## src/rtl/hpp_pkg.sv

```systemverilog
// holds constants and types shared by the host port and its decoder
// assumes a single 25 MHz clock domain
package hpp_pkg;

    // =========================================================
    // host address map (word addresses, 7 bits)
    localparam int unsigned HPP_ADDR_W = 7;
    localparam logic [2:0] HPP_RX_FIFO_PAGE = 3'h0;
    localparam logic [2:0] HPP_TX_FIFO_PAGE = 3'h1;
    localparam int unsigned HPP_PAGE_MSB = 6;
    localparam int unsigned HPP_PAGE_LSB = 4;
    localparam int unsigned HPP_FIFO_KEEP_W = 2;

    // =========================================================
    // reset values
    localparam logic HPP_RST_SPEED = 1'h1;
    localparam logic HPP_RST_BUS32 = 1'h0;
    localparam logic [31:0] HPP_RST_DATA = 32'h0000_0000;

    // =========================================================
    // types
    typedef enum logic [1:0] {
        HPP_TGT_CSR,
        HPP_TGT_RX_FIFO,
        HPP_TGT_TX_FIFO
    } hpp_target_t;

    typedef enum logic [1:0] {
        HPP_PIN_EEPROM,
        HPP_PIN_GPO,
        HPP_PIN_MON_TXEN,
        HPP_PIN_MON_TXCLK
    } hpp_pin_mode_t;

    typedef enum logic {
        HPP_ST_STRAP,
        HPP_ST_RUN
    } hpp_state_t;

endpackage : hpp_pkg

```

## src/rtl/hpp_acc_if.sv

```systemverilog
// carries host strobes into the access decoder and its pulses back
// assumes host pins already synchronous to sys_clk_i
`timescale 1ns/100ps
`default_nettype none
interface hpp_acc_if;
    import hpp_pkg::*;
    logic cs_n;
    logic rd_n;
    logic wr_n;
    logic fifo_sel;
    logic low_power;
    logic [HPP_ADDR_W-1:0] addr;
    logic rd_start;
    logic wr_start;
    logic wr_take;
    logic wake;
    hpp_target_t target;
    logic [HPP_ADDR_W-1:0] word_addr;

    modport dec (
        input cs_n, rd_n, wr_n, fifo_sel, low_power, addr,
        output rd_start, wr_start, wr_take, wake, target, word_addr
    );
    modport top (
        output cs_n, rd_n, wr_n, fifo_sel, low_power, addr,
        input rd_start, wr_start, wr_take, wake, target, word_addr
    );
endinterface : hpp_acc_if
`default_nettype wire

```

## src/rtl/hpp_decode.sv

```systemverilog
// access decoder: strobe edges, target decode, wake and write gating
// assumes synchronous strobes and a synchronised active-low reset
`timescale 1ns/100ps
`default_nettype none
module hpp_decode
    import hpp_pkg::*;
(
    // clock and reset
    input wire logic clk_i,
    input wire logic rst_n_i,
    // access carrier
    hpp_acc_if.dec acc
);

    typedef struct packed {
        logic rd_act;
        logic wr_act;
        logic read_seen;
    } hpp_dec_st_t;

    hpp_dec_st_t st_ff;
    hpp_dec_st_t nxt_st;
    logic rd_lvl;
    logic wr_lvl;

    // =========================================================
    // qualification
    assign rd_lvl = !acc.cs_n && !acc.rd_n;
    assign wr_lvl = !acc.cs_n && !acc.wr_n;
    assign acc.rd_start = rd_lvl && !st_ff.rd_act;
    assign acc.wr_start = wr_lvl && !st_ff.wr_act;
    assign acc.wake = acc.wr_start && acc.low_power;
    // writes before the first read are dropped, as the part expects
    assign acc.wr_take = acc.wr_start && st_ff.read_seen
        && !acc.low_power;

    // =========================================================
    // target decode
    always_comb
    begin
        acc.word_addr = acc.addr;
        if (acc.fifo_sel)
        begin
            // upper address ignored in fifo mode
            acc.word_addr = {{(HPP_ADDR_W-HPP_FIFO_KEEP_W){1'b0}},
                acc.addr[HPP_FIFO_KEEP_W-1:0]};
            acc.target = acc.wr_n ? HPP_TGT_RX_FIFO : HPP_TGT_TX_FIFO;
        end
        else if (acc.addr[HPP_PAGE_MSB:HPP_PAGE_LSB] == HPP_RX_FIFO_PAGE)
        begin
            acc.target = HPP_TGT_RX_FIFO;
        end
        else if (acc.addr[HPP_PAGE_MSB:HPP_PAGE_LSB] == HPP_TX_FIFO_PAGE)
        begin
            acc.target = HPP_TGT_TX_FIFO;
        end
        else
        begin
            acc.target = HPP_TGT_CSR;
        end
    end

    // =========================================================
    // state
    always_comb
    begin
        nxt_st = st_ff;
        nxt_st.rd_act = rd_lvl;
        nxt_st.wr_act = wr_lvl;
        if (acc.wake)
        begin
            nxt_st.read_seen = 1'b0;
        end
        else if (acc.rd_start)
        begin
            nxt_st.read_seen = 1'b1;
        end
    end

    always_ff @(posedge clk_i or negedge rst_n_i)
    begin
        if (!rst_n_i)
        begin
            st_ff <= '0;
        end
        else
        begin
            st_ff <= nxt_st;
        end
    end

endmodule : hpp_decode
`default_nettype wire

```

## src/rtl/hpp_host_port.sv

```systemverilog
// host port pins, power-up straps, irq pin, crossover and eeprom pin mux
// assumes host pins synchronous to sys_clk_i; core logic lies outside
`timescale 1ns/100ps
`default_nettype none
module hpp_host_port
    import hpp_pkg::*;
(
    // clock and reset
    input wire logic sys_clk_i,
    input wire logic nrst_i,
    // host bus
    input wire logic chip_select_n_i,
    input wire logic read_strobe_n_i,
    input wire logic write_strobe_n_i,
    input wire logic [HPP_ADDR_W-1:0] addr_i,
    input wire logic fifo_sel_i,
    input wire logic [31:0] data_i,
    output logic [31:0] data_o,
    output logic [31:0] data_oe_o,
    output logic [15:0] data_hi_pd_en_o,
    // core access side
    input wire logic big_endian_i,
    input wire logic low_power_i,
    input wire logic [31:0] core_rdata_i,
    output logic core_rd_o,
    output logic core_wr_o,
    output hpp_target_t core_target_o,
    output logic [HPP_ADDR_W-1:0] core_addr_o,
    output logic [31:0] core_wdata_o,
    output logic wake_o,
    // straps and defaults
    input wire logic speed_strap_i,
    output logic bus32_o,
    output logic link_100_o,
    output logic full_duplex_o,
    output logic autoneg_en_o,
    // interrupt pin
    input wire logic [3:0] irq_sources_i,
    input wire logic [1:0] irq_src_sel_i,
    input wire logic irq_pol_high_i,
    input wire logic irq_open_drain_i,
    output logic irq_o,
    output logic irq_oe_o,
    // crossover
    input wire logic crossover_auto_enable_i,
    input wire logic reversal_detected_i,
    input wire logic manual_reverse_i,
    output logic crossover_auto_o,
    output logic swap_pairs_o,
    // eeprom data pin mux
    input wire hpp_pin_mode_t pin_mode_i,
    input wire logic general_output_three_i,
    input wire logic mii_tx_en_i,
    input wire logic mii_tx_clk_i,
    input wire logic ee_select_i,
    input wire logic ee_dout_i,
    input wire logic ee_dout_en_i,
    input wire logic eeprom_data_io_i,
    output logic eeprom_data_io_o,
    output logic eeprom_data_io_oe_o,
    output logic eeprom_select_o,
    output logic ee_din_o
);

    typedef struct packed {
        hpp_state_t state;
        logic speed;
        logic bus32;
        logic [31:0] rdata;
        logic [31:0] wdata;
        logic rd;
        logic wr;
        logic wake;
        hpp_target_t target;
        logic [HPP_ADDR_W-1:0] addr;
        logic irq;
        logic irq_oe;
        logic swap;
    } hpp_st_t;

    hpp_st_t st_ff;
    hpp_st_t nxt_st;
    logic [1:0] rst_sync_ff;
    logic rst_n;
    logic irq_active;
    logic [31:0] rd_ord;
    logic [31:0] wr_ord;

    hpp_acc_if acc ();

    // =========================================================
    // reset release
    always_ff @(posedge sys_clk_i or negedge nrst_i)
    begin
        if (!nrst_i)
        begin
            rst_sync_ff <= 2'h0;
        end
        else
        begin
            rst_sync_ff <= {rst_sync_ff[0], 1'b1};
        end
    end
    assign rst_n = rst_sync_ff[1];

    // =========================================================
    // access decoder
    assign acc.cs_n = chip_select_n_i;
    assign acc.rd_n = read_strobe_n_i;
    assign acc.wr_n = write_strobe_n_i;
    assign acc.fifo_sel = fifo_sel_i;
    assign acc.low_power = low_power_i;
    assign acc.addr = addr_i;

    hpp_decode u_decode (
        .clk_i(sys_clk_i),
        .rst_n_i(rst_n),
        .acc(acc)
    );

    // =========================================================
    // byte order; a 16-bit bus swaps within the low half only
    function automatic logic [31:0] hpp_order(
        input logic [31:0] d,
        input logic be,
        input logic w32
    );
        logic [31:0] r;
        r = d;
        if (be && w32)
        begin
            r = {d[7:0], d[15:8], d[23:16], d[31:24]};
        end
        else if (be)
        begin
            r = {d[31:16], d[7:0], d[15:8]};
        end
        return r;
    endfunction : hpp_order

    assign rd_ord = hpp_order(core_rdata_i, big_endian_i, st_ff.bus32);
    assign wr_ord = hpp_order(data_i, big_endian_i, st_ff.bus32);

    assign irq_active = irq_sources_i[irq_src_sel_i];

    // =========================================================
    // next state
    always_comb
    begin
        nxt_st = st_ff;
        nxt_st.rd = acc.rd_start;
        nxt_st.wr = acc.wr_take;
        nxt_st.wake = acc.wake;
        // straps caught once, first cycle after release, then frozen
        if (st_ff.state == HPP_ST_STRAP)
        begin
            nxt_st.speed = speed_strap_i;
            nxt_st.bus32 = eeprom_data_io_i;
            nxt_st.state = HPP_ST_RUN;
        end
        if (acc.rd_start || acc.wr_start)
        begin
            nxt_st.target = acc.target;
            nxt_st.addr = acc.word_addr;
        end
        if (acc.rd_start)
        begin
            nxt_st.rdata = rd_ord;
        end
        if (acc.wr_take)
        begin
            nxt_st.wdata = st_ff.bus32 ? wr_ord : {16'h0000, wr_ord[15:0]};
        end
        if (irq_open_drain_i)
        begin
            nxt_st.irq = 1'b0;
            nxt_st.irq_oe = irq_active;
        end
        else
        begin
            nxt_st.irq = irq_active ~^ irq_pol_high_i ? 1'b1 : 1'b0;
            nxt_st.irq_oe = 1'b1;
        end
        // auto detection only counts when enabled; manual always wins
        nxt_st.swap = manual_reverse_i
            || (crossover_auto_enable_i && reversal_detected_i);
    end

    always_ff @(posedge sys_clk_i or negedge rst_n)
    begin
        if (!rst_n)
        begin
            st_ff <= '{state: HPP_ST_STRAP, speed: HPP_RST_SPEED,
                bus32: HPP_RST_BUS32, rdata: HPP_RST_DATA,
                wdata: HPP_RST_DATA, target: HPP_TGT_CSR, default: '0};
        end
        else
        begin
            st_ff <= nxt_st;
        end
    end

    // =========================================================
    // host pins
    always_comb
    begin
        data_oe_o = '0;
        if (!chip_select_n_i && !read_strobe_n_i)
        begin
            data_oe_o = st_ff.bus32 ? 32'hffff_ffff : 32'h0000_ffff;
        end
    end
    assign data_o = st_ff.rdata;
    assign data_hi_pd_en_o = {16{!st_ff.bus32}};

    assign core_rd_o = st_ff.rd;
    assign core_wr_o = st_ff.wr;
    assign core_target_o = st_ff.target;
    assign core_addr_o = st_ff.addr;
    assign core_wdata_o = st_ff.wdata;
    assign wake_o = st_ff.wake;

    // =========================================================
    // defaults, irq, crossover
    assign bus32_o = st_ff.bus32;
    assign link_100_o = st_ff.speed;
    assign autoneg_en_o = st_ff.speed;
    assign full_duplex_o = 1'b0;
    assign irq_o = st_ff.irq;
    assign irq_oe_o = st_ff.irq_oe;
    assign crossover_auto_o = crossover_auto_enable_i;
    assign swap_pairs_o = st_ff.swap;

    // =========================================================
    // eeprom data pin mux; the clock monitor stays combinational
    always_comb
    begin
        eeprom_select_o = 1'b0;
        ee_din_o = 1'b0;
        eeprom_data_io_oe_o = 1'b1;
        eeprom_data_io_o = 1'b0;
        unique case (pin_mode_i)
            HPP_PIN_EEPROM:
            begin
                eeprom_select_o = ee_select_i;
                ee_din_o = eeprom_data_io_i;
                eeprom_data_io_o = ee_dout_i;
                eeprom_data_io_oe_o = ee_dout_en_i;
            end
            HPP_PIN_GPO: eeprom_data_io_o = general_output_three_i;
            HPP_PIN_MON_TXEN: eeprom_data_io_o = mii_tx_en_i;
            HPP_PIN_MON_TXCLK: eeprom_data_io_o = mii_tx_clk_i;
        endcase
    end

endmodule : hpp_host_port
`default_nettype wire

```

## config.mk

```make
export PLATFORM = sky130hd
export DESIGN_NAME = hpp_host_port
export DESIGN_NICKNAME = d
export VERILOG_FILES = /design/src/rtl/hpp_pkg.sv /design/src/rtl/hpp_acc_if.sv /design/src/rtl/hpp_decode.sv /design/src/rtl/hpp_host_port.sv
export SDC_FILE = /design/constraint.sdc
export NUM_CORES = 1
export LEC_CHECK = 0
export ABC_AREA = 1
export BUFFER_PORTS_ARGS = -buffer_cell sky130_fd_sc_hd__buf_2
export CAP_MARGIN = 40
export CORE_ASPECT_RATIO = 0.5
export CORE_MARGIN = 1.5
export CORE_UTILIZATION = 40
export DETAILED_ROUTE_END_ITERATION = 10
export PLACE_DENSITY = 0.7
export SLEW_MARGIN = 10
export SYNTH_ARGS = -nofsm -noshare
export SYNTH_HDL_FRONTEND = slang
export SYNTH_SLANG_ARGS = --single-unit
```

## constraint.sdc

```tcl
create_clock -name sys_clk_i -period 8.7 [get_ports sys_clk_i]
set_clock_uncertainty 0.15 [all_clocks]
set_input_delay 1.305 -clock sys_clk_i [delete_from_list [all_inputs] [get_ports sys_clk_i]]
set_output_delay 1.305 -clock sys_clk_i [all_outputs]
set_load 0.01 [all_outputs]
```

# == Word-level counts from Yosys, hierarchy flattened ==
# Cells that the tools add are included.
# op_classes
order_cmp,1
n_eq_ne,4
mux,22
n_bitwise,1
reduce_logical,21
# ops
op,n
2-to-1 mux 32 bit,5
2-to-1 mux 16 bit,2
2-to-1 mux 2 bit,5
logical AND 1 bit,9
logical NOT 1 bit,7
2-to-1 mux 1 bit,7
2-to-1 mux 7 bit,1
"== test 2 bit, second input constant",2
one-hot mux 1 bit (4 select lines),1
"== test 3 x 1 -> 1 bit, second input constant",1
logical NOT 3 bit,1
"less-than comparator 2 x 3 -> 1 bit, second input constant",1
binary-select mux 1 bit (select 2 bit),1
"== test 2 x 1 -> 1 bit, second input constant",1
logical NOT 2 bit,1
logical OR 1 bit,2
nonzero test 2 bit,1
XNOR 1 bit,1
# word_totals
regBits,87
input_bits,100
wordCells,66

# == Depth between registers and ports, before layout ==
# depth
word_depth,5
ltp_mapped,8
mapped_depth_nobuf,6

# == Hierarchy ==
# From an unflattened synthesis, not the netlist that was laid out.
# hier_totals
hier_cells,646
area_unflattened_um2,5177.5
# by_module_without_submodules
mod,instances,cells_each,area_per_inst_um2
hpp_host_port,1,610,4958.5
hpp_decode,1,36,219.0

# == Worst setup path before layout ==
# No wires, ideal clock.
# synth_path
path_type,input port to output port
from,input chip_select_n_i
to,output data_oe_o[17]
t_arrival_ps,2635
t_required_ps,7245
path_slack_ps,4610
path_stages,2
cell_sequence,nor3_1 > buf_4
# synth_between
elab_chain_cells,3
# synth_lines
element,line,text
from (decl),hpp_host_port.sv:12,"input wire logic chip_select_n_i,"
logical NOT 1 bit,hpp_host_port.sv:208,if (!chip_select_n_i && !read_strobe_n_i)
logical AND 1 bit,hpp_host_port.sv:208,
2-to-1 mux 32 bit,hpp_host_port.sv:208,
to (decl),hpp_host_port.sv:19,"output logic [31:0] data_oe_o,"
# Every way passes these cells.

# == Final worst setup path ==
# layout_path
from,input chip_select_n_i
to,output data_oe_o[0]
# Same word-level chain as after synthesis.

==> metrics.md <==
| Metric | Value |
|---|---|
| Worst Hold Class | reg2async |
| Setup TNS Final | 0 ns |
| GRT overflow | 0 |
| Synth Area in Adders | 0 |
| RSZ-0062 raised after global routing | no |
| Routed WL per cell | 14.2 um |
| Area Growth Syn to Fin | 10.2% |
| CP Max Fanout | 18 |
| Post-route ant nets | 0 |
| Worst-Margin Slew | 0.805 ns |
| Yosys warns | 0 |
| Synth cell types | 30 |
| Post-Synth Simple-Gate Area | 0.189 |
| Max Slew Vio Count | 0 |
| Multiplexer area fraction after synthesis | 0.00213 |
| N_diodes | 0 |
| Setup bufs post-CTS | 0 |
| Tcrit/Tclk final | 0.412 |
| Initial Utilization | 0.414 |
| Die Height | 84.3 um |
| R2R setup slack | 6.36 ns |
| Post-layout minimum cycle time | 3.59 ns |
| Pre-antenna DRT Iters | 4 |
| Critical path required time | 7.24 ns |
| Buf/Inv on CP | 2 |
| Post-Place Cells | 917 |
| Total power | 0.00122 W |
| MaxCap Viol Count | 0 |
| Syn Area/Cell | 7.98 sq um |
| RR Endpoint | core_wdata_o[11]$_DFFE_PN0P_ |
| First-pass GRT wire length | 21300 um |
| Ports | 236 |
| IO Port Bufs | 234 |
| Rel. slew slack | 0.461 |
| Vias in the first global route | 4290 |
| Vias per std cell | 4.79 |
| Initial antenna violation count | 0 |
| Residual DRC | 0 |
| WS Path Type | in2out |
| Largest net degree at the start of global routing | 55 |
| End point of the critical path | data_oe_o[0] |
| CTS tree | yes |
| Async SR Flop Fraction | 1.00 |
| Core area | 12800 sq um |
| CP startpoint kind | input pin |
| Routability-driven placement congestion ratio | 0.822 |
| CP cell instances | buf_2, nor2_2, buf_2 |
| FMAX | 0.279 GHz |
| Number of enable flip-flop cells after synthesis | 0 |
| Worst setup path start | chip_select_n_i |
| Deepest clock path buffer count | 2 |
| Final WL | 13200 um |
| PD cells | 210 nW/um^2 |
| DP HPWL | 9360 um |
| Outcome | finished clean |
| Worst-Skew Late Latency | 0.33 ns |
| Reg-to-reg critical path startpoint | bus32_o$_DFFE_PN0N_ |
| Synth Area in Compound Gates | 0.153 |
| Worst path top cell family by delay | simple AND/OR/NAND/NOR gates |
| Most used DFF post-synth | dfrtp_1 |
| Largest family of logic cells by synthesized area | buffers and inverters |
| CP Capture Type | output port |
| Worst hold slack | 0.127 ns |
| Placed Area | 5520 sq um |
| Reg clk slew, reported paths | 0.07 ns |
| Die Area | 14000 sq um |
| Final instance area | 5830 sq um |
| VDD IR max | 0.0827 mV |
| Root Buffer | clkbuf_16 |
| Ratio of cells with drive above 1 in the final layout | 0.358 |
| CP max stage delay | 0.46 ns |
| Post-CTS Resized | 0 |
| Crit-path most repeated cell | buf_2 |
| Reg2Reg Depth | 7 |
| XOR/XNOR Fraction of Synth Area | 0 |
| Sequential fraction of the synthesis area | 0.412 |
| Synth Register Bits | 87 |
| TritonCTS Buffers | 9 |
| H-tree Lvls | 3 |
| Nets@finish | 858 |
| Final hold violations | 0 |
| Initial drt markers | 245 |
| Cells after Synth | 663 |
| CTS Hold Bufs | 0 |
| Worst path depth | 3 |
| Chip Width | 166 um |
| Crit path DAT | 2.13 ns |
| Via Count | 4465 |
| Total track usage | 0.192 |
| Fin cells | 933 |
| FP Rows | 29 |
| P_leak | 3.16 nW |
| Final setup vio count | 0 |
| Clock Sinks | 87 |
| Slowest CP cell | nor2_2 |
| Area of the mapped netlist | 5290 sq um |
-- metrics by stage --
step                      worst slack, ns   util
final                                5.11  0.457
after detailed placement             4.88  0.432
after floorplan                      4.61      -
after global routing                 4.96  0.457
after global placement               4.76  0.432
after CTS                            5.07  0.457
-- cells in the mapped netlist, types with 2 or more instances --
cell type  instances  area (sq um)
a21oi_2            2          17.5
conb_1             2          7.51
nor2_4             2          22.5
o21ai_1            7          35.0
inv_2              3          11.3
o21ai_0           36           180
dfrtp_1           86          2150
inv_1             24          90.1
o21ai_2            4          35.0
o211ai_1           7          52.6
a21o_1             2          15.0
nand3_1           11          55.1
nand2_1          177           664
nand2_4            2          22.5
a21oi_1           69           345
buf_4            129           968
a21boi_0          16           120
buf_2             10          50.1
buf_6             14           158
nor2_1            50           188
-- routing by layer --
metal  GRT usage  part of all wire  vias to the layer above  wire length (um)
met5           0                 0                        -                 0
met4      0.0655             0.018                        0               233
met3      0.0424             0.051                       18               669
met2       0.349              0.50                      141              6610
met1       0.227              0.43                     2124              5720
li1            -                 -                     2182                 -
-- final cells by class --
type                            instances  area [sq um]
Clock buffer                           12           256
Clock inverter                          4          53.8
Fill cell                            1318          6940
Inverter                               28           108
Multi-Input combinational cell        395          1830
Sequential cell                        87          2180
Tap cell                              170           213
Timing Repair Buffer                  237          1190
-- report_power, final --
part           switching [W]  internal, W  total, W
Combinational       0.000183     0.000123  0.000306
Clock               0.000160     0.000239  0.000399
Sequential         0.0000397     0.000477  0.000517
-- flip-flops by register name, summed over array words and instances, names as in the netlist, 2 cells and up --
| register | cells |
|---|---|
| rst_sync_ff | 2 |
| core_target_o | 2 |
| u_decode.st_ff | 3 |
| core_addr_o | 7 |
| data_o | 32 |
| core_wdata_o | 32 |
-- cell families after synthesis --
group	Yosys count
buffers and inverters	182
flip-flops	87
other	2
AO/OA/AOI/OAI	144
AND/OR/NAND/NOR	247
multiplexers	1
-- worst min path at each step --
stage / slack, ns / end / startpoint / cells after the start
2_1_floorplan: 0.18 / rst_sync_ff[1]$_DFF_PN0_ / rst_sync_ff[0]$_DFF_PN0_ / 0
3_3_place_gp: 0.13 / irq_oe_o$_DFF_PN0_ / rst_sync_ff[1]$_DFF_PN0_ / 0
3_5_place_dp: 0.14 / irq_oe_o$_DFF_PN0_ / rst_sync_ff[1]$_DFF_PN0_ / 0
4_1_cts: 0.15 / data_o[14]$_DFFE_PN0P_ / rst_sync_ff[1]$_DFF_PN0_ / 0
5_1_grt: 0.17 / irq_oe_o$_DFF_PN0_ / rst_sync_ff[1]$_DFF_PN0_ / 0
6_report: 0.13 / irq_oe_o$_DFF_PN0_ / rst_sync_ff[1]$_DFF_PN0_ / 0
-- worst register-to-register path: stages (launching register included) --
cell and delay (ns):
dfrtp_1 0.34, buf_4 0.38, nand2_4 0.33, inv_2 0.65
nand2_1 0.14, o211ai_1 0.12, nand2_1 0.09, nand2_1 0.07
-- layout by cell type, fill, tap and decap left out, drive strengths merged --
cell type	instances
a21boi	16
a21o	2
a21oi	71
buf	237
bufinv	1
clkbuf	12
clkinv	1
clkinvlp	2
conb	3
dfrtp	86
dfstp	1
inv	28
mux2	1
nand2	180
nand3	11
nand4	1
nor2	53
nor3	1
o211ai	7
o21ai	47
o22ai	1
or2	1
Note: power is estimated with default switching activity, not from simulation.
